[src/common/mcu_exec_pkg.sv]
// shared constants and types for the instruction execution unit
package mcu_exec_pkg;
  // datapath and storage sizes
  localparam int DATA_W = 8;
  localparam int PC_W = 10;
  localparam int MEM_AW = 6;
  localparam int STACK_DEPTH = 2;
  // ==========================================================
  // register byte offsets
  localparam logic [5:0] OFS_INSTR = 6'h00;
  localparam logic [5:0] OFS_STATUS = 6'h04;
  localparam logic [5:0] OFS_MAIN = 6'h08;
  localparam logic [5:0] OFS_PC = 6'h0C;
  localparam logic [5:0] OFS_WDOG = 6'h10;
  localparam logic [5:0] OFS_MEMPTR = 6'h14;
  localparam logic [5:0] OFS_MEMDATA = 6'h18;
  localparam logic [5:0] OFS_STACK = 6'h1C;
  // ==========================================================
  // instruction word and status field positions
  localparam int OP_LSB = 24;
  localparam int TGT_LSB = 8;
  localparam int IMM_LSB = 0;
  localparam int ST_SW_W = 5;
  localparam int ST_HALTED = 7;
  localparam int ST_PRE_ONE = 8;
  localparam int ST_PRE_TWO = 9;
  localparam int ST_ILLEGAL = 10;
  // ==========================================================
  // reset values and arithmetic constants
  localparam logic [7:0] MAIN_RST = 8'h00;
  localparam logic [9:0] PC_RST = 10'h000;
  localparam logic [7:0] WDOG_CLR = 8'h00;
  localparam logic [3:0] BCD_LIMIT = 4'h9;
  localparam logic [3:0] BCD_FIX = 4'h6;
  // watchdog timing
  localparam int WDOG_DIV = 256;
  localparam int WDOG_W = 8;
  // ==========================================================
  // operation codes of the instruction register
  typedef enum logic [4:0] {
    OP_IDLE = 5'h00, OP_PRECLEAR_ONE = 5'h01, OP_PRECLEAR_TWO = 5'h02,
    OP_INVERT_MEM = 5'h03, OP_INVERT_TO_MAIN = 5'h04,
    OP_BCD_FIXUP = 5'h05, OP_MEM_MINUS_ONE = 5'h06,
    OP_MINUS_ONE_TO_MAIN = 5'h07, OP_MEM_PLUS_ONE = 5'h08,
    OP_PLUS_ONE_TO_MAIN = 5'h09, OP_HALT = 5'h0A, OP_JUMP = 5'h0B,
    OP_COPY_IMM = 5'h0C, OP_COPY_TO_MEM = 5'h0D, OP_COPY_TO_MAIN = 5'h0E,
    OP_UNION_MEM = 5'h0F, OP_UNION_IMM = 5'h10, OP_UNION_TO_MEM = 5'h11,
    OP_SUB_EXIT = 5'h12, OP_SUB_EXIT_LOAD = 5'h13, OP_IRQ_EXIT = 5'h14,
    OP_ROT_MEM = 5'h15, OP_ROT_TO_MAIN = 5'h16
  } op_e;
  typedef struct packed {
    op_e op;
    logic [PC_W-1:0] target;
    logic [DATA_W-1:0] imm;
  } instr_s;
  // flag order puts zero at bit 0 of the status word
  typedef struct packed {
    logic sleep;
    logic timeout;
    logic irqEnable;
    logic signedWrap;
    logic halfCarry;
    logic carry;
    logic zero;
  } flags_s;
  typedef enum logic [1:0] {
    S_IDLE = 2'b00, S_EXEC2 = 2'b01, S_DONE = 2'b10
  } state_e;
endpackage

[src/logic/mcu_exec_unit.sv]
// instruction execution unit with avalon register port
//
// Register access over Avalon-MM and the register offsets were left to the implementer.
`timescale 1ns/1ns
// Contract
// - preclear pair clears watchdog, timeout, sleep
// - lone preclear only records itself
// - invert memory byte, update zero only
// - inverted byte to main, memory kept
// - low nibble over nine or half-carry: add six
// - high nibble fixup sets carry, result to memory
// - decrement byte, zero flag only
// - increment byte, zero flag only
// - halt stops execution and watchdog clock
// - halt clears watchdog, sets sleep, advances
// - jump loads target, no flag change
// - immediate constant into main, no flags
// - copies between main and memory, no flags
// - idle op only advances program counter
// - union into main updates zero only
// - union back to memory, zero only
// - subroutine exit pops stack in two cycles
// - exit with load also sets main
// - interrupt exit pops and enables interrupts
// - rotate memory left, bit seven wraps
// - rotated byte to main, nothing else
module mcu_exec_unit #(
  parameter int WDOG_DIV = mcu_exec_pkg::WDOG_DIV
) (
  input wire logic mclk,
  input wire logic sys_rst,
  input wire logic [5:0] avs_address,
  input wire logic avs_read,
  input wire logic avs_write,
  input wire logic [31:0] avs_writedata,
  input wire logic [3:0] avs_byteenable,
  output logic [31:0] avs_readdata,
  output logic avs_waitrequest,
  input wire logic wakeReq,
  output logic haltedOut
);
  localparam int PC_W = mcu_exec_pkg::PC_W;
  localparam int AW = mcu_exec_pkg::MEM_AW;
  localparam int DEPTH = mcu_exec_pkg::STACK_DEPTH;
  localparam int WW = mcu_exec_pkg::WDOG_W;
  mcu_exec_pkg::state_e stateQ;
  mcu_exec_pkg::flags_s flagsQ, flagsD;
  mcu_exec_pkg::instr_s instr;
  logic [7:0] mainQ, mainD;
  logic [PC_W-1:0] pcQ, pcD;
  logic [PC_W-1:0] stackQ [DEPTH];
  logic [1:0] depthQ;
  logic [7:0] dataMem [1 << AW];
  logic [AW-1:0] memPtrQ;
  logic [7:0] memRd, memWrData;
  logic mainWe, memWe, popStack, twoCycle;
  logic preOneQ, preTwoQ, preOneD, preTwoD;
  logic haltedQ, illegalQ, illegalD, haltNow, pairDone;
  logic wakeS1Q, wakeS2Q;
  logic [31:0] readDataQ, readMux;
  logic busWr, execNow, wdogExpire;
  logic [WW-1:0] wdogCount;

  // ==========================================================
  // bus handshake
  // instruction fields come straight from the held write data
  assign instr = {avs_writedata[mcu_exec_pkg::OP_LSB +: 5],
                  avs_writedata[mcu_exec_pkg::TGT_LSB +: PC_W],
                  avs_writedata[mcu_exec_pkg::IMM_LSB +: 8]};
  assign twoCycle = (instr.op == mcu_exec_pkg::OP_SUB_EXIT) ||
                    (instr.op == mcu_exec_pkg::OP_SUB_EXIT_LOAD) ||
                    (instr.op == mcu_exec_pkg::OP_IRQ_EXIT);
  assign busWr = (stateQ == mcu_exec_pkg::S_DONE) && avs_write;
  // a halted core ignores instruction writes
  assign execNow = busWr && (avs_address == mcu_exec_pkg::OFS_INSTR) &&
                   (&avs_byteenable) && !haltedQ;
  assign avs_waitrequest = (stateQ != mcu_exec_pkg::S_DONE);
  assign avs_readdata = readDataQ;
  assign haltedOut = haltedQ;

  // access sequencer: idle, optional second cycle, done
  always_ff @(posedge mclk or posedge sys_rst) begin
    if (sys_rst) begin
      stateQ <= mcu_exec_pkg::S_IDLE;
    end else begin
      case (stateQ)
        mcu_exec_pkg::S_IDLE: begin
          if (avs_write && avs_address == mcu_exec_pkg::OFS_INSTR &&
              twoCycle && !haltedQ) begin
            stateQ <= mcu_exec_pkg::S_EXEC2;
          end else if (avs_read || avs_write) begin
            stateQ <= mcu_exec_pkg::S_DONE;
          end
        end
        mcu_exec_pkg::S_EXEC2: stateQ <= mcu_exec_pkg::S_DONE;
        mcu_exec_pkg::S_DONE: stateQ <= mcu_exec_pkg::S_IDLE;
        default: stateQ <= mcu_exec_pkg::S_IDLE;
      endcase
    end
  end

  // read multiplexer, unmapped offsets read zero
  always_comb begin
    readMux = 32'h0000_0000;
    case (avs_address)
      mcu_exec_pkg::OFS_STATUS: begin
        readMux[6:0] = flagsQ;
        readMux[mcu_exec_pkg::ST_HALTED] = haltedQ;
        readMux[mcu_exec_pkg::ST_PRE_ONE] = preOneQ;
        readMux[mcu_exec_pkg::ST_PRE_TWO] = preTwoQ;
        readMux[mcu_exec_pkg::ST_ILLEGAL] = illegalQ;
      end
      mcu_exec_pkg::OFS_MAIN: readMux[7:0] = mainQ;
      mcu_exec_pkg::OFS_PC: readMux[PC_W-1:0] = pcQ;
      mcu_exec_pkg::OFS_WDOG: readMux[WW-1:0] = wdogCount;
      mcu_exec_pkg::OFS_MEMPTR: readMux[AW-1:0] = memPtrQ;
      mcu_exec_pkg::OFS_MEMDATA: readMux[7:0] = dataMem[memPtrQ];
      mcu_exec_pkg::OFS_STACK: readMux[1:0] = depthQ;
      default: readMux = 32'h0000_0000;
    endcase
  end

  // read data captured on the first cycle, held through done
  always_ff @(posedge mclk or posedge sys_rst) begin
    if (sys_rst) begin
      readDataQ <= 32'h0000_0000;
    end else if (stateQ == mcu_exec_pkg::S_IDLE && avs_read) begin
      readDataQ <= readMux;
    end
  end

  // ==========================================================
  // instruction datapath
  assign memRd = dataMem[instr.target[AW-1:0]];

  // result, destination and flag effects of each operation
  always_comb begin
    logic [4:0] loSum;
    logic [4:0] hiSum;
    logic [3:0] hiIn;
    logic [7:0] res;
    loSum = 5'h00;
    hiSum = 5'h00;
    hiIn = 4'h0;
    res = 8'h00;
    flagsD = flagsQ;
    mainD = mainQ;
    mainWe = 1'b0;
    memWe = 1'b0;
    memWrData = memRd;
    pcD = pcQ + 1'b1;
    popStack = 1'b0;
    preOneD = preOneQ;
    preTwoD = preTwoQ;
    pairDone = 1'b0;
    haltNow = 1'b0;
    illegalD = 1'b0;
    case (instr.op)
      mcu_exec_pkg::OP_IDLE: res = 8'h00;
      mcu_exec_pkg::OP_PRECLEAR_ONE: begin
        if (preTwoQ) begin
          pairDone = 1'b1;
          preTwoD = 1'b0;
          preOneD = 1'b0;
        end else begin
          preOneD = 1'b1;
        end
      end
      mcu_exec_pkg::OP_PRECLEAR_TWO: begin
        if (preOneQ) begin
          pairDone = 1'b1;
          preTwoD = 1'b0;
          preOneD = 1'b0;
        end else begin
          preTwoD = 1'b1;
        end
      end
      mcu_exec_pkg::OP_INVERT_MEM: begin
        res = ~memRd;
        memWe = 1'b1;
      end
      mcu_exec_pkg::OP_INVERT_TO_MAIN: begin
        res = ~memRd;
        mainWe = 1'b1;
      end
      mcu_exec_pkg::OP_BCD_FIXUP: begin
        loSum = {1'b0, mainQ[3:0]};
        if (mainQ[3:0] > mcu_exec_pkg::BCD_LIMIT || flagsQ.halfCarry) begin
          loSum = {1'b0, mainQ[3:0]} + {1'b0, mcu_exec_pkg::BCD_FIX};
        end
        hiSum = {1'b0, mainQ[7:4]} + {4'h0, loSum[4]};
        hiIn = mainQ[7:4];
        if (hiSum > {1'b0, mcu_exec_pkg::BCD_LIMIT} || flagsQ.carry) begin
          hiIn = hiSum[3:0] + mcu_exec_pkg::BCD_FIX;
          flagsD.carry = 1'b1;
        end else begin
          hiIn = hiSum[3:0];
        end
        memWrData = {hiIn, loSum[3:0]};
        memWe = 1'b1;
      end
      mcu_exec_pkg::OP_MEM_MINUS_ONE: begin
        res = memRd - 8'h01;
        memWe = 1'b1;
      end
      mcu_exec_pkg::OP_MINUS_ONE_TO_MAIN: begin
        res = memRd - 8'h01;
        mainWe = 1'b1;
      end
      mcu_exec_pkg::OP_MEM_PLUS_ONE: begin
        res = memRd + 8'h01;
        memWe = 1'b1;
      end
      mcu_exec_pkg::OP_PLUS_ONE_TO_MAIN: begin
        res = memRd + 8'h01;
        mainWe = 1'b1;
      end
      mcu_exec_pkg::OP_HALT: begin
        haltNow = 1'b1;
        flagsD.sleep = 1'b1;
        flagsD.timeout = 1'b0;
      end
      mcu_exec_pkg::OP_JUMP: pcD = instr.target;
      mcu_exec_pkg::OP_COPY_IMM: begin
        mainD = instr.imm;
      end
      mcu_exec_pkg::OP_COPY_TO_MEM: begin
        memWrData = mainQ;
        memWe = 1'b1;
      end
      mcu_exec_pkg::OP_COPY_TO_MAIN: mainD = memRd;
      mcu_exec_pkg::OP_UNION_MEM: begin
        res = mainQ | memRd;
        mainWe = 1'b1;
      end
      mcu_exec_pkg::OP_UNION_IMM: begin
        res = mainQ | instr.imm;
        mainWe = 1'b1;
      end
      mcu_exec_pkg::OP_UNION_TO_MEM: begin
        res = mainQ | memRd;
        memWe = 1'b1;
      end
      mcu_exec_pkg::OP_SUB_EXIT: begin
        pcD = stackQ[0];
        popStack = 1'b1;
      end
      mcu_exec_pkg::OP_SUB_EXIT_LOAD: begin
        pcD = stackQ[0];
        popStack = 1'b1;
        mainD = instr.imm;
      end
      mcu_exec_pkg::OP_IRQ_EXIT: begin
        pcD = stackQ[0];
        popStack = 1'b1;
        flagsD.irqEnable = 1'b1;
      end
      mcu_exec_pkg::OP_ROT_MEM: begin
        memWrData = {memRd[6:0], memRd[7]};
        memWe = 1'b1;
      end
      mcu_exec_pkg::OP_ROT_TO_MAIN: begin
        mainD = {memRd[6:0], memRd[7]};
      end
      default: illegalD = 1'b1;
    endcase
    // zero-flag users write res and take zero from it
    if (mainWe) begin
      mainD = res;
    end
    if (mainWe || instr.op == mcu_exec_pkg::OP_INVERT_MEM ||
        instr.op == mcu_exec_pkg::OP_MEM_MINUS_ONE ||
        instr.op == mcu_exec_pkg::OP_MEM_PLUS_ONE ||
        instr.op == mcu_exec_pkg::OP_UNION_TO_MEM) begin
      flagsD.zero = (res == 8'h00);
    end
    if (instr.op == mcu_exec_pkg::OP_INVERT_MEM ||
        instr.op == mcu_exec_pkg::OP_MEM_MINUS_ONE ||
        instr.op == mcu_exec_pkg::OP_MEM_PLUS_ONE ||
        instr.op == mcu_exec_pkg::OP_UNION_TO_MEM) begin
      memWrData = res;
    end
  end

  // ==========================================================
  // architectural state
  // main register: instruction result or direct bus write
  always_ff @(posedge mclk or posedge sys_rst) begin
    if (sys_rst) begin
      mainQ <= mcu_exec_pkg::MAIN_RST;
    end else if (execNow) begin
      mainQ <= mainD;
    end else if (busWr && avs_address == mcu_exec_pkg::OFS_MAIN &&
                 avs_byteenable[0]) begin
      mainQ <= avs_writedata[7:0];
    end
  end

  // flags: watchdog expiry wins over any clear in the same cycle
  always_ff @(posedge mclk or posedge sys_rst) begin
    if (sys_rst) begin
      flagsQ <= '0;
    end else begin
      if (execNow) begin
        flagsQ <= flagsD;
        if (pairDone) begin
          flagsQ.timeout <= 1'b0;
          flagsQ.sleep <= 1'b0;
        end
      end else if (busWr && avs_address == mcu_exec_pkg::OFS_STATUS &&
                   avs_byteenable[0]) begin
        flagsQ[mcu_exec_pkg::ST_SW_W-1:0] <=
          avs_writedata[mcu_exec_pkg::ST_SW_W-1:0];
      end
      if (wdogExpire) begin
        flagsQ.timeout <= 1'b1;
      end
    end
  end

  // program counter
  always_ff @(posedge mclk or posedge sys_rst) begin
    if (sys_rst) begin
      pcQ <= mcu_exec_pkg::PC_RST;
    end else if (execNow) begin
      pcQ <= pcD;
    end else if (busWr && avs_address == mcu_exec_pkg::OFS_PC) begin
      pcQ <= avs_writedata[PC_W-1:0];
    end
  end

  // return stack: bus writes push, returns pop; entry 0 is the top
  always_ff @(posedge mclk or posedge sys_rst) begin
    if (sys_rst) begin
      depthQ <= 2'b00;
      for (int i = 0; i < DEPTH; i++) begin
        stackQ[i] <= mcu_exec_pkg::PC_RST;
      end
    end else if (execNow && popStack) begin
      for (int i = 0; i < DEPTH - 1; i++) begin
        stackQ[i] <= stackQ[i+1];
      end
      if (depthQ != 2'b00) begin
        depthQ <= depthQ - 1'b1;
      end
    end else if (busWr && avs_address == mcu_exec_pkg::OFS_STACK) begin
      stackQ[0] <= avs_writedata[PC_W-1:0];
      for (int i = 1; i < DEPTH; i++) begin
        stackQ[i] <= stackQ[i-1];
      end
      if (depthQ != 2'(DEPTH)) begin
        depthQ <= depthQ + 1'b1;
      end
    end
  end

  // data memory: instruction write-back or bus write at the pointer
  always_ff @(posedge mclk) begin
    if (execNow && memWe) begin
      dataMem[instr.target[AW-1:0]] <= memWrData;
    end else if (busWr && avs_address == mcu_exec_pkg::OFS_MEMDATA &&
                 avs_byteenable[0]) begin
      dataMem[memPtrQ] <= avs_writedata[7:0];
    end
  end

  // memory pointer for bus access
  always_ff @(posedge mclk or posedge sys_rst) begin
    if (sys_rst) begin
      memPtrQ <= '0;
    end else if (busWr && avs_address == mcu_exec_pkg::OFS_MEMPTR) begin
      memPtrQ <= avs_writedata[AW-1:0];
    end
  end

  // preclear memory and unknown-operation flag
  always_ff @(posedge mclk or posedge sys_rst) begin
    if (sys_rst) begin
      preOneQ <= 1'b0;
      preTwoQ <= 1'b0;
      illegalQ <= 1'b0;
    end else if (execNow) begin
      preOneQ <= preOneD;
      preTwoQ <= preTwoD;
      illegalQ <= illegalD;
    end
  end

  // wake pin synchroniser
  always_ff @(posedge mclk or posedge sys_rst) begin
    if (sys_rst) begin
      wakeS1Q <= 1'b0;
      wakeS2Q <= 1'b0;
    end else begin
      wakeS1Q <= wakeReq;
      wakeS2Q <= wakeS1Q;
    end
  end

  // halted state: entering wins over a wake in the same cycle
  always_ff @(posedge mclk or posedge sys_rst) begin
    if (sys_rst) begin
      haltedQ <= 1'b0;
    end else if (execNow && haltNow) begin
      haltedQ <= 1'b1;
    end else if (wakeS2Q) begin
      haltedQ <= 1'b0;
    end
  end

  // ==========================================================
  // watchdog: frozen while halted, cleared by pair or halt
  watchdog_timer #(
    .DIV_CYCLES(WDOG_DIV),
    .COUNT_W(WW)
  ) u_wdog (
    .mclk(mclk),
    .sys_rst(sys_rst),
    .run(!haltedQ),
    .clear(execNow && (pairDone || haltNow)),
    .count(wdogCount),
    .expire(wdogExpire)
  );

  // ==========================================================
  // assertions
  property p_pair_clear;
    @(posedge mclk) disable iff (sys_rst)
    (execNow && pairDone) |=> (wdogCount == '0 && !flagsQ.timeout &&
      !flagsQ.sleep && !preOneQ && !preTwoQ);
  endproperty
  a_pair_clear: assert property (p_pair_clear)
    else $error("preclear pair did not clear watchdog and flags");

  property p_lone_preclear;
    @(posedge mclk) disable iff (sys_rst)
    (execNow && instr.op == mcu_exec_pkg::OP_PRECLEAR_ONE && !preTwoQ)
      |=> (preOneQ && $stable(flagsQ.sleep));
  endproperty
  a_lone_preclear: assert property (p_lone_preclear)
    else $error("lone preclear changed state");

  property p_halt;
    @(posedge mclk) disable iff (sys_rst)
    (execNow && instr.op == mcu_exec_pkg::OP_HALT) |=> (haltedQ &&
      flagsQ.sleep && pcQ == $past(pcQ) + 1'b1 && wdogCount == '0);
  endproperty
  a_halt: assert property (p_halt)
    else $error("halt effects wrong");

  property p_jump;
    @(posedge mclk) disable iff (sys_rst)
    (execNow && instr.op == mcu_exec_pkg::OP_JUMP)
      |=> (pcQ == $past(instr.target) && $stable(flagsQ[4:0]));
  endproperty
  a_jump: assert property (p_jump)
    else $error("jump did not load target");

  property p_copy_imm;
    @(posedge mclk) disable iff (sys_rst)
    (execNow && instr.op == mcu_exec_pkg::OP_COPY_IMM)
      |=> (mainQ == $past(instr.imm) && $stable(flagsQ.zero));
  endproperty
  a_copy_imm: assert property (p_copy_imm)
    else $error("immediate copy wrong");

  property p_union_zero;
    @(posedge mclk) disable iff (sys_rst)
    (execNow && instr.op == mcu_exec_pkg::OP_UNION_IMM)
      |=> (flagsQ.zero == (mainQ == 8'h00));
  endproperty
  a_union_zero: assert property (p_union_zero)
    else $error("zero flag disagrees with result");

  property p_exit_two;
    @(posedge mclk) disable iff (sys_rst)
    (execNow && instr.op == mcu_exec_pkg::OP_SUB_EXIT)
      |-> ($past(stateQ) == mcu_exec_pkg::S_EXEC2) ##1
          (pcQ == $past(stackQ[0]));
  endproperty
  a_exit_two: assert property (p_exit_two)
    else $error("subroutine exit timing or target wrong");

  property p_irq_exit;
    @(posedge mclk) disable iff (sys_rst)
    (execNow && instr.op == mcu_exec_pkg::OP_IRQ_EXIT)
      |=> (flagsQ.irqEnable && $stable(flagsQ.carry));
  endproperty
  a_irq_exit: assert property (p_irq_exit)
    else $error("interrupt exit did not enable interrupts");

  property p_idle;
    @(posedge mclk) disable iff (sys_rst)
    (execNow && instr.op == mcu_exec_pkg::OP_IDLE)
      |=> (pcQ == $past(pcQ) + 1'b1 && $stable(mainQ));
  endproperty
  a_idle: assert property (p_idle)
    else $error("idle op changed state");
endmodule // mcu_exec_unit

[src/logic/watchdog_timer.sv]
// watchdog prescaler and counter
`timescale 1ns/1ns
module watchdog_timer #(
  parameter int DIV_CYCLES = mcu_exec_pkg::WDOG_DIV,
  parameter int COUNT_W = mcu_exec_pkg::WDOG_W
) (
  input wire logic mclk,
  input wire logic sys_rst,
  input wire logic run,
  input wire logic clear,
  output logic [COUNT_W-1:0] count,
  output logic expire
);
  // ==========================================================
  // elaboration check
  generate
    if (DIV_CYCLES < 1 || COUNT_W < 2) begin : g_bad
      $error("watchdog_timer: unsupported parameters");
    end
  endgenerate
  localparam int PW = (DIV_CYCLES > 1) ? $clog2(DIV_CYCLES) : 1;
  localparam logic [PW-1:0] DIV_LAST = PW'(DIV_CYCLES - 1);
  logic [PW-1:0] preQ;
  logic tick;
  logic [COUNT_W-1:0] countQ;
  logic expireQ;
  assign tick = run && (preQ == DIV_LAST);
  // prescaler: one enable pulse every DIV_CYCLES running cycles
  always_ff @(posedge mclk or posedge sys_rst) begin
    if (sys_rst) begin
      preQ <= '0;
    end else if (clear || tick) begin
      preQ <= '0;
    end else if (run) begin
      preQ <= preQ + 1'b1;
    end
  end
  // counter: clear beats tick, wrap gives the expire pulse
  always_ff @(posedge mclk or posedge sys_rst) begin
    if (sys_rst) begin
      countQ <= '0;
      expireQ <= 1'b0;
    end else begin
      expireQ <= 1'b0;
      if (clear) begin
        countQ <= '0;
      end else if (tick) begin
        countQ <= countQ + 1'b1;
        expireQ <= &countQ;
      end
    end
  end
  assign count = countQ;
  assign expire = expireQ;
endmodule // watchdog_timer

[config.mk]
export PLATFORM = sky130hd
export DESIGN_NAME = mcu_exec_unit
export DESIGN_NICKNAME = d
export VERILOG_FILES = /design/src/common/mcu_exec_pkg.sv /design/src/logic/mcu_exec_unit.sv /design/src/logic/watchdog_timer.sv
export SDC_FILE = /design/constraint.sdc
export NUM_CORES = 1
export LEC_CHECK = 0
export BUFFER_PORTS_ARGS = -buffer_cell sky130_fd_sc_hd__buf_2
export CORE_ASPECT_RATIO = 1.4
export CORE_MARGIN = 2
export CORE_UTILIZATION = 30
export DETAILED_ROUTE_END_ITERATION = 7
export PLACE_DENSITY_LB_ADDON = 0.1
export SYNTH_ARGS = -nofsm -noshare
export SYNTH_HDL_FRONTEND = slang
export SYNTH_SLANG_ARGS = --single-unit
[constraint.sdc]
create_clock -name mclk -period 7 [get_ports mclk]
set_input_delay 0.7 -clock mclk [delete_from_list [all_inputs] [get_ports mclk]]
set_output_delay 0.7 -clock mclk [all_outputs]
set_load 0.01 [all_outputs]
# == Word level (Yosys, flattened, before mapping) ==
# Memory sizes are Yosys's and may differ from the RTL's.
# Index checks and enable logic that the tools add are counted.
# totals
output_inout_bits,34
n_memories,1
reg_bits,89
in_bits,47
elab_cells,224
mem_bits_rw,512
# classes
n_bitwise,5
reduce_logical,75
muxes,65
add_sub_neg,10
n_eq_ne,42
magnitude_cmp,2
# memory_table
name,words,width,rd,rd_clocked_by_memory_dff,wr,line,rtl
dataMem,64,8,2,0,1,mcu_exec_unit.sv:53,logic [7:0] dataMem [1 << AW];
# op_table
op,count
two-way mux 8 bit,9
case mux 8 bit (3 select lines),2
equality test 5 x 4 -> 1 bit (second input constant),8
case mux 8 bit (5 select lines),1
equality test 5 bit (second input constant),7
two-way mux 10 bit,3
two-way mux 1 bit,26
adder 8 x 1 -> 8 bit (second input constant),3
equality test 6 x 5 -> 1 bit (second input constant),4
case mux 4 bit (6 select lines),1
OR reduction 23 bit,1
logical AND 1 bit,22
nonzero test 2 bit,11
equality test 5 x 3 -> 1 bit (second input constant),4
two-way mux 20 bit,1
two-way mux 5 bit,4
case mux 10 bit (2 select lines),1
two-way mux 2 bit,8
OR 8 bit,2
AND reduction 2 bit,8
logical OR 1 bit,14
case mux 2 bit (7 select lines),1
equality test 6 x 4 -> 1 bit (second input constant),2
inequality test 2 x 1 -> 1 bit (second input constant),6
other kinds (39),50

# == Logic depth before layout (Yosys ltp) ==
# Gate-level depths: netlist of the first run.
# depth
ltp_word,11
mapped_depth,21

# == By module ==
# From an unflattened synthesis of the first run, not the netlist that was laid out.
# hier_totals
hier_cells,2004
area_unflattened_um2,30696.9
# modules_own_cells
module,cells_each,seq_area_each_um2,area_each_um2,n_inst
mcu_exec_unit,1905,17176.5,29721.0,1
watchdog_timer,99,425.4,975.9,1

# == Worst setup path before layout of the first run ==
# Ideal clock, no wire load.
# synth_timing
kind,input to register
from,input avs_writedata[11]
to,"memory dataMem[0][6], data pin"
path_stages,15
setup_slack_ns,-0.306
t_arrival_ns,6.604
cell_sequence,buf_2 buf_2 clkbuf_1 clkbuf_1 mux4_2 o211ai_1 ha_1 o21a_1 o31a_1 o21a_1 o21a_1 o32ai_1 a211o_1 o21ai_0 o21ai_0
# synth_via
elab_chain_cells,5
# synth_rtl
item,line,rtl
start: declaration,mcu_exec_unit.sv:35,"input wire logic [31:0] avs_writedata,"
memory (64 x 8 bit) *,n/a,
"adder 8 x 1 -> 8 bit, or another cell as far along","mcu_exec_unit.sv:211, mcu_exec_unit.sv:215",
case mux 8 bit (5 select lines),mcu_exec_unit.sv:158,case (instr.op)
two-way mux 8 bit *,mcu_exec_unit.sv:277,if (instr.op == mcu_exec_pkg::OP_INVERT_MEM ||
two-way mux 8 bit (no source line) *,n/a,
end: declaration,mcu_exec_unit.sv:53,
# Every way passes the cells marked *; elsewhere a longest branch is shown, timed or not.

# == Worst setup path in the final report of the first run ==
# layout_timing
from,input avs_writedata[8]
to,"memory dataMem[22][7], data pin"
# Same word-level chain as after synthesis.

==> results of run 1 <==
==> cells by family after synthesis <==
family	count (synthesis)	share of synthesized area, %
flip-flops	601	57.8
XOR/XNOR	32	0.920
buffers and inverters	182	3.07
other	1	0.0123
AO/OA/AOI/OAI	292	6.51
AND/OR/NAND/NOR	408	6.14
adder cells (fa/ha/maj)	14	0.600
multiplexers	379	25.0
==> metrics by stage <==
| step | std cells | setup WS [ps] | hold WS (ps) | power [mW] | utilization, % |
|---|---|---|---|---|---|
| 2_1_floorplan | 1929 | 154 | 331 | 4.97 | - |
| 3_3_place_gp | 3259 | 873 | 347 | 5.43 | 32.4 |
| 3_5_place_dp | 3259 | 832 | 341 | 5.45 | 32.4 |
| 4_1_cts | 3370 | 1500 | 119 | 8.72 | 34.3 |
| 5_1_grt | 3370 | 1310 | 141 | 8.91 | 34.3 |
| 6_report | 3370 | 1500 | 130 | 8.60 | 34.3 |
==> Yosys cell counts (20+ instances only) <==
| cell type | n | area (um^2) |
|---|---|---|
| a21oi_1 | 41 | 205 |
| a221oi_1 | 20 | 175 |
| a22oi_1 | 41 | 308 |
| buf_2 | 25 | 125 |
| buf_4 | 25 | 188 |
| clkbuf_1 | 77 | 289 |
| dfrtp_1 | 89 | 2230 |
| edfxtp_1 | 512 | 15400 |
| inv_1 | 27 | 101 |
| mux2_2 | 23 | 259 |
| mux2i_1 | 58 | 581 |
| mux4_2 | 283 | 6370 |
| nand2_1 | 136 | 510 |
| nand3_1 | 26 | 130 |
| nor2_1 | 137 | 514 |
| o21ai_0 | 76 | 380 |
==> layout make-up <==
cell class | count | area share [%]
multi-input combinational | 1146 | 35.0
clock inverter | 32 | 0.898
inverter | 27 | 0.300
tap | 1330 | 4.81
clock buffer | 79 | 4.70
timing repair buffer | 155 | 3.37
sequential | 601 | 51.0
==> sequential cells by signal (all words and copies together) (netlist names) <==
| signal | cells |
|---|---|
| mainQ | 8 |
| memPtrQ | 6 |
| stateQ | 2 |
| avs_readdata | 11 |
| pcQ | 10 |
| dataMem | 512 |
| preOneQ | 1 |
| u_wdog.preQ | 8 |
| illegalQ | 1 |
| wakeS2Q | 1 |
| u_wdog.expire | 1 |
| flagsQ | 5 |
| depthQ | 2 |
| u_wdog.count | 8 |
| haltedOut | 1 |
| preTwoQ | 1 |
| stackQ | 20 |
| wakeS1Q | 1 |
| flagsD | 2 |
==> worst paths after layout <==
path | endpoint | slack [ps] | cells past startpoint
min in group mclk | wakeS1Q | 160 | 1
max in group asynchronous | u_wdog.preQ[6] | 5790 | 3
hold / removal | memPtrQ[1] | 130 | 2
setup reg to reg | dataMem[22][7] | 1850 | 16
setup / recovery | dataMem[22][7] | 1500 | 16
hold reg to reg | wakeS2Q | 360 | 0
==> worst register-to-register path: stages, from the launching register on <==
cell	delay, ps
edfxtp_1	390
mux4_1	540
mux4_2	560
nand2_1	110
o21ai_1	120
nor3_2	470
inv_1	170
ha_1	230
a21oi_1	220
o21bai_1	110
a21o_1	190
o21a_1	160
a311oi_1	330
xor2_1	170
a21oi_1	200
a31oi_4	260
buf_4	520
==> report_power, final <==
part | switching, mW | internal (mW) | total [mW]
Clock | 1.43 | 1.82 | 3.25
Sequential | 0.129 | 4.08 | 4.21
Combinational | 0.703 | 0.435 | 1.14
Total | 2.27 | 6.33 | 8.60
==> layer usage <==
layer  share of wire (%)  global-route usage [%]
met1                  38                    23.1
met2                  56                    37.8
met4                 2.9                    5.73
met3                 3.8                    2.17
met5               0.025                       0
==> run metrics, run 1 <==
status=complete, no violations; placed cell area=0.0326 mm^2; Finish-stage setup viols=0; EDFF count, synth=512; IO Pins=81; crit path kind=input pin to flip-flop; Seq cells post-synth=601; GRT Util Overall=19.8%; clk_lat worst skew=650 ps; RSZ-0062 raised after global routing=false; type of the worst min-delay path=input pin to asynchronous set/reset pin; Initial Util=30.2%; DR WL/cell=30.7 um; global-route wire length before repair=146,000 um; first drt pass iteration count=7; CTS tree=done; Max Slew Vio Count=0; initial antenna violation count=3; Final Cycle Share=78.5%; placer congestion estimate=0.880; number of max-cap violations=0; worst-margin pin slew=1240 ps; Setup TNS=0 ps; number of I/O port buffers=50; Max Fclk=182 MHz; root buffer cell=clkbuf_16; Post-synth ARST share=14.8%; Die X=273 um; via count=18.5k; vias in the first global route=19.3k; Seq/Total Area, Yosys=57.8%; commonest non-fill, non-tap cell in the layout=edfxtp_1; Startpoint Class=input pin; CP Max Fanout=64; Layout Skew=26.7 ps; Antenna Nets Post-Route=0; crit end category=flip-flop; commonest non-fill, non-tap cells in the layout=edfxtp_1, mux4_2, nand2_1, nor2_1, buf_4; relative slew slack=16.8%; postcts setup bufs=0; hold_buf cts=0; nets=2,053; CP max stage delay=590 ps; Cell Area, Synth=0.0305 mm^2; footprint of the multi-input gates=0.0121 mm^2; post-route cell area=0.0346 mm^2; worst path bufs/invs=3; CP max stage cell=mux4_1; DRT Wirelength=103,000 um; Fin. Hold Viols=0; CP most frequent cell=a21oi_1; FILL cells=9,656; gr ovfl total=0; crit path cell chain=buf_8 > buf_12 > mux4_1 > a22oi_1 > nand4_1 > a32o_1 > ha_1 > a21oi_1 > o21bai_1 > a21o_1 > o21a_1 > a311oi_1 > xor2_1 > a21oi_1 > a31oi_4 > buf_4; post-synth cell types=79; Peak VDD IR=0.186 mV; Critical Path Start=avs_writedata[8]; Synth Flop Type=edfxtp_1; TritonCTS Buffers=61; Area Overhead vs Synth=13.5%; Post-Synthesis Cells=1,909; min Tclk post-route=5500 ps; via-per-instance ratio=5.50; First DRT Iteration DRCs=1,609; CP delay by family, top=compound AO/OA/AOI/OAI gates; Post-route DRC=0; largest net degree at the start of global routing=79; P_leak=11.3 nW; n_diodes=0; post-CTS resize count=0; CP required=7340 ps; Synth Warn #=0; total core area=0.101 mm^2; FF/Latch Area=0.0176 mm^2; die footprint=0.104 mm^2; Clock Tree Buf Depth=3; CTS sink count=601; Reg-to-Reg Start=dataMem[35][1]; layout cells sized above 1=28.4%; Die H=381 um; Synth Area per Inst=16.0 um^2; Rows=138; pwr dens=249 mW/mm^2; CTS clock-pin slew for the worst setup and hold paths=60 ps; hpwl dp=70,000 um; crit path DAT=5840 ps; Max H-tree Level=2
No activity file was read; power rests on OpenSTA's default activity.
==> run 2, diff against run 1 <==
clock period = 4.91 ns   (was 7 ns; I/O delays follow)
==> run 2 against run 1 <==
Net effect:
- hold slack got worse by 4.9 ps
- setup slack got worse by 1000 ps
- power is 53% higher
- cell count increased by 4.5%
- non-clock buffer count up 142
- first-iteration DRC count rose by 0.19%
- global-route usage is 1.0 points higher
- critical path type unchanged
- clock skew is 1.2 ps lower
- combinational power grew 62%
- critical path depth up 2
==> run metrics, run 2 (synthesis results as in run 1) <==
status=complete, no violations; Layout Skew=25.6 ps; Max Slew Vio Count=0; crit path kind=input pin to flip-flop; commonest non-fill, non-tap cells in the layout=edfxtp_1, mux4_2, buf_4, nand2_1, nor2_1; met3 wire length=3700 um; largest net degree at the start of global routing=65; Post-route DRC=0; Startpoint Class=input pin; Max H-tree Level=3; Largest Register=dataMem; worst-margin pin slew=1300 ps; commonest non-fill, non-tap cell in the layout=edfxtp_1; placer congestion estimate=0.871; die footprint=0.104 mm^2; number of max-cap violations=0; PnR worst setup slack=480 ps; worst hold slack=125 ps; P_leak=12.3 nW; Initial Util=30.2%; Finish-stage setup viols=0; pwr dens=362 mW/mm^2; hpwl dp=77,300 um; First DRT Iteration DRCs=1,612; DR WL/cell=30.5 um; CP Max Fanout=32; Clock Tree Buf Depth=3; via count=19.1k; DRT Wirelength=107,000 um; IO Pins=81; clk_lat worst skew=650 ps; first drt pass iteration count=6; global-route wire length before repair=153,000 um; Antenna Nets Post-Route=0; gr ovfl total=0; Final Cycle Share=90.2%; CP required=5270 ps; total core area=0.101 mm^2; root buffer cell=clkbuf_16; Max Fclk=226 MHz; max reg flops=512; crit path DAT=4790 ps; min Tclk post-route=4430 ps; n_diodes=0; nets=2,200; Fin. Hold Viols=0; vias in the first global route=20.3k; GRT Util Overall=20.9%; Rows=138; layout cells sized above 1=33.4%; relative slew slack=13.4%; CTS sink count=601; dpl ws=-196 ps; WL met2=58,100 um; Area Overhead vs Synth=19.0%; met1 WL=41,400 um; TritonCTS Buffers=66; Die X=273 um; Peak VDD IR=0.235 mV; via-per-instance ratio=5.42; RSZ-0062 raised after global routing=false; CTS tree=done; initial antenna violation count=0; number of I/O port buffers=50; total power=13.1 mW; type of the worst min-delay path=input pin to flip-flop; crit end category=flip-flop; max layer used=met4; CTS clock-pin slew for the worst setup and hold paths=60 ps; Die H=381 um
run 2: cell types whose count changed in the layout (fill, tap and decap cells not counted), sizes merged:
| cell | before | now |
|---|---|---|
| clkbuf | 79 | 77 |
| clkinvlp | 5 | 3 |
| bufinv | 5 | 10 |
| dlygate4sd3 | 0 | 2 |
| clkinv | 21 | 28 |
| buf | 155 | 295 |
run 2: cell type report:
| class | instances | area [um^2] |
|---|---|---|
| multi-input combinational | 1146 | 12100 |
| clock inverter | 42 | 475 |
| clock buffer | 77 | 1780 |
| sequential | 601 | 17600 |
| tap | 1330 | 1660 |
| inverter | 27 | 104 |
| fill | 9592 | 64600 |
| timing repair buffer | 297 | 2520 |
run 2: critical path, cell delays in order:
cell and delay (ps):
buf_8 290, buf_4 330, mux4_2 570, nor3_1 370, buf_4 180, or3_1 210
o211ai_1 180, ha_1 390, o21a_1 200, o31a_1 120, o21a_1 190, nor3_1 180
o32ai_1 110, a211o_1 290, o21ai_0 160, buf_4 150, o21ai_4 90, buf_12 190
run 2: power by group:
part           switching (mW)  internal [mW]
clock network            2.15           3.12
registers               0.192           5.81
logic                    1.06          0.783
run 2: path summary, 6_finish.rpt:
| check | from | end | slack [ps] | cells past startpoint |
|---|---|---|---|---|
| min reg2reg | wakeS1Q | wakeS2Q | 380 | 0 |
| min in group asynchronous | sys_rst | stackQ[6] | 480 | 3 |
| max reg2reg | dataMem[35][1] | dataMem[48][7] | 530 | 16 |
| max | avs_writedata[8] | dataMem[54][6] | 480 | 18 |
| min | avs_write | stateQ[0] | 120 | 3 |
| max in group asynchronous | sys_rst | u_wdog.preQ[0] | 3330 | 4 |
run 2: routing by layer:
metal	track usage (%)	up-vias
li1	-	8215
met1	24.5	10200
met2	38.5	489
met3	2.04	135
met4	8.73	0
met5	0	-
run 2: metrics by stage:
| stage | TNS, ps | area, um^2 | std cells | utilization [%] |
|---|---|---|---|---|
| final | 0 | 36200 | 3520 | 35.9 |
| after global routing | 0 | 36200 | 3520 | 35.9 |
| after CTS | 0 | 36200 | 3520 | 35.9 |
| after detailed placement | -30030 | 34000 | 3399 | 33.7 |
| after global placement | -31160 | 34000 | 3399 | 33.7 |
| after floorplan | 0 | 30600 | 1929 | - |
run 2: timing repair:
item                                   CTS  global route
buffers inserted                         0             0
resized for setup                        0             0
hold buffers                             2             0
endpoints found under the hold margin   46             0
==> run 3, diff against run 2 <==
ABC_CLOCK_PERIOD_IN_PS = 4910   (was unset)
BUFFER_PORTS_ARGS = unset   (was -buffer_cell sky130_fd_sc_hd__buf_2)
CORE_UTILIZATION = 35   (was 30)
DONT_BUFFER_PORTS = 1   (was unset)
==> run 3 against run 2 <==
Net effect:
- final area shrank 5.3%
- global-route usage grew 2.3 points
- die area shrank 14%
- count of clock-buffer cells in the layout is 3 lower
- wire length is 4.5% lower
- fmax fell by 3.9%
- sequential share of layout area rose by 2.7 points
- sequential cell count unchanged
- clock skew shrank 3.4 ps
- clock power shrank 11%
- non-clock buffer count is 182 lower
- critical path depth is 1 lower
- critical path type is now flip-flop to flip-flop
- highest routed layer unchanged
==> run metrics, run 3 (synthesis results as in run 1) <==
Max H-tree Level=2; Area Overhead vs Synth=12.6%; type of the worst min-delay path=input pin to flip-flop; Layout Skew=22.1 ps; pwr dens=358 mW/mm^2; via-per-instance ratio=5.85; Peak VDD IR=0.268 mV; layout cells sized above 1=26.2%; Final Cycle Share=93.9%; largest net degree at the start of global routing=144; First DRT Iteration DRCs=1,740; CTS sink count=601; Fin. Hold Viols=0; vias in the first global route=19.4k; crit end category=flip-flop; placed cells=3,047; P_int=9.12 mW; Max Slew Vio Count=0; CP Max Fanout=32; Die H=353 um; final core occ=39.6%; crit path kind=flip-flop to flip-flop; Initial Util=35.2%; post-route cell area=0.0343 mm^2; CTS clock-pin slew for the worst setup and hold paths=70 ps; worst hold slack=59.2 ps; max reg flops=512; sw frac=25.7%; Net Sw Power=3.15 mW; Post-route DRC=0; TritonCTS Buffers=61; Comb pwr share=12.8%; Finish-stage setup viols=0; CP required=5290 ps; worst-margin pin slew=1310 ps; clk_lat worst skew=650 ps; DR WL/cell=32.4 um; number of max-cap violations=0; fin cells=3,168; Largest Register=dataMem; n_diodes=0; nets=2,013; die footprint=0.0895 mm^2; status=complete, no violations; min Tclk post-route=4610 ps; Clock power frac=38.2%; postcts setup bufs=0; hpwl dp=68,200 um; FILL cells=7,942; Max Fclk=217 MHz; Clock Tree Buf Depth=3; Die X=253 um; global-route wire length before repair=146,000 um; total core area=0.0866 mm^2; FF/Latch Area=0.0176 mm^2; CTS tree=done; placed cell area=0.0323 mm^2; number of I/O port buffers=0; commonest non-fill, non-tap cell in the layout=edfxtp_1; root buffer cell=clkbuf_16; via count=18.5k; GRT Util Overall=23.1%; RSZ-0062 raised after global routing=false; footprint of the multi-input gates=0.0121 mm^2; commonest non-fill, non-tap cells in the layout=edfxtp_1, mux4_2, nand2_1, nor2_1, buf_4; Rows=128; Reg power frac=48.9%; gr ovfl total=0; P_leak=11.2 nW; DRT Wirelength=103,000 um; placer congestion estimate=0.932; IO Pins=81; Setup TNS=0 ps; relative slew slack=12.1%; first drt pass iteration count=5; initial antenna violation count=1; Antenna Nets Post-Route=0; crit path DAT=4990 ps; Startpoint Class=flip-flop
[run 3: cell count changes in the layout (fill, tap and decap cells not counted), sizes merged]
cell,change
buf,-192
bufinv,-4
clkbuf,-3
clkinv,-1
clkinvlp,-2
dlygate4sd3,+10
[run 3: worst paths after layout]
check	from	to	slack, ps	cells after the start
setup / recovery	dataMem[7][0]	dataMem[61][6]	300	17
hold / removal	avs_writedata[2]	pcQ[2]	60	2
setup reg to reg	dataMem[7][0]	dataMem[61][6]	300	17
hold reg to reg	wakeS1Q	wakeS2Q	360	0
max in group asynchronous	sys_rst	u_wdog.preQ[3]	3420	3
min in group asynchronous	sys_rst	pcQ[8]	410	2
[run 3: power groups by stage]
stage                     combinational, mW  clock, mW  sequential, mW
final                                  1.58       4.69            6.01
after floorplan                        1.08          0            6.00
after CTS                              1.59       4.80            6.00
after global placement                 1.55          0            6.11
after detailed placement               1.57          0            6.11
after global routing                   1.69       4.98            6.01
[run 3: metrics by stage]
stage | worst slack (ps) | power, mW
floorplan | 80.6 | 7.08
global placement | 187 | 7.66
detailed placement | 207 | 7.68
CTS | 392 | 12.4
global route | 148 | 12.7
finish | 301 | 12.3
[run 3: final cells by class]
type / count / area share [%]
Inverter: 27 / 0.303
Tap cell: 1170 / 4.27
Clock inverter: 35 / 0.934
Timing Repair Buffer: 115 / 3.22
Clock buffer: 74 / 4.72
Multi-Input combinational cell: 1146 / 35.2
Sequential cell: 601 / 51.3
[run 3: per-layer routing]
layer,up-vias,GRT usage (%),wire (um)
met5,-,0,0
met4,0,12.0,6120
met3,199,2.96,4850
met2,633,41.4,54000
met1,9861,27.0,37700
li1,7828,-,-
[run 3: critical path, cell delays in order (launching register included)]
cell and delay, ps:
edfxtp_1 380, mux4_2 490, a22o_1 260, a221oi_1 600
and3_1 290, nor3_1 90, inv_1 110, fa_1 210
nor2b_1 70, o31a_1 270, o21a_1 200, nor3_1 200
o32ai_1 120, a211o_1 300, o21ai_0 280, buf_4 180
o21ai_4 80, buf_12 170
[run 3: timing repair]
item                      CTS  global route
hold endpoints to repair   74             0
resized for setup           0             0
hold buffers               12             0
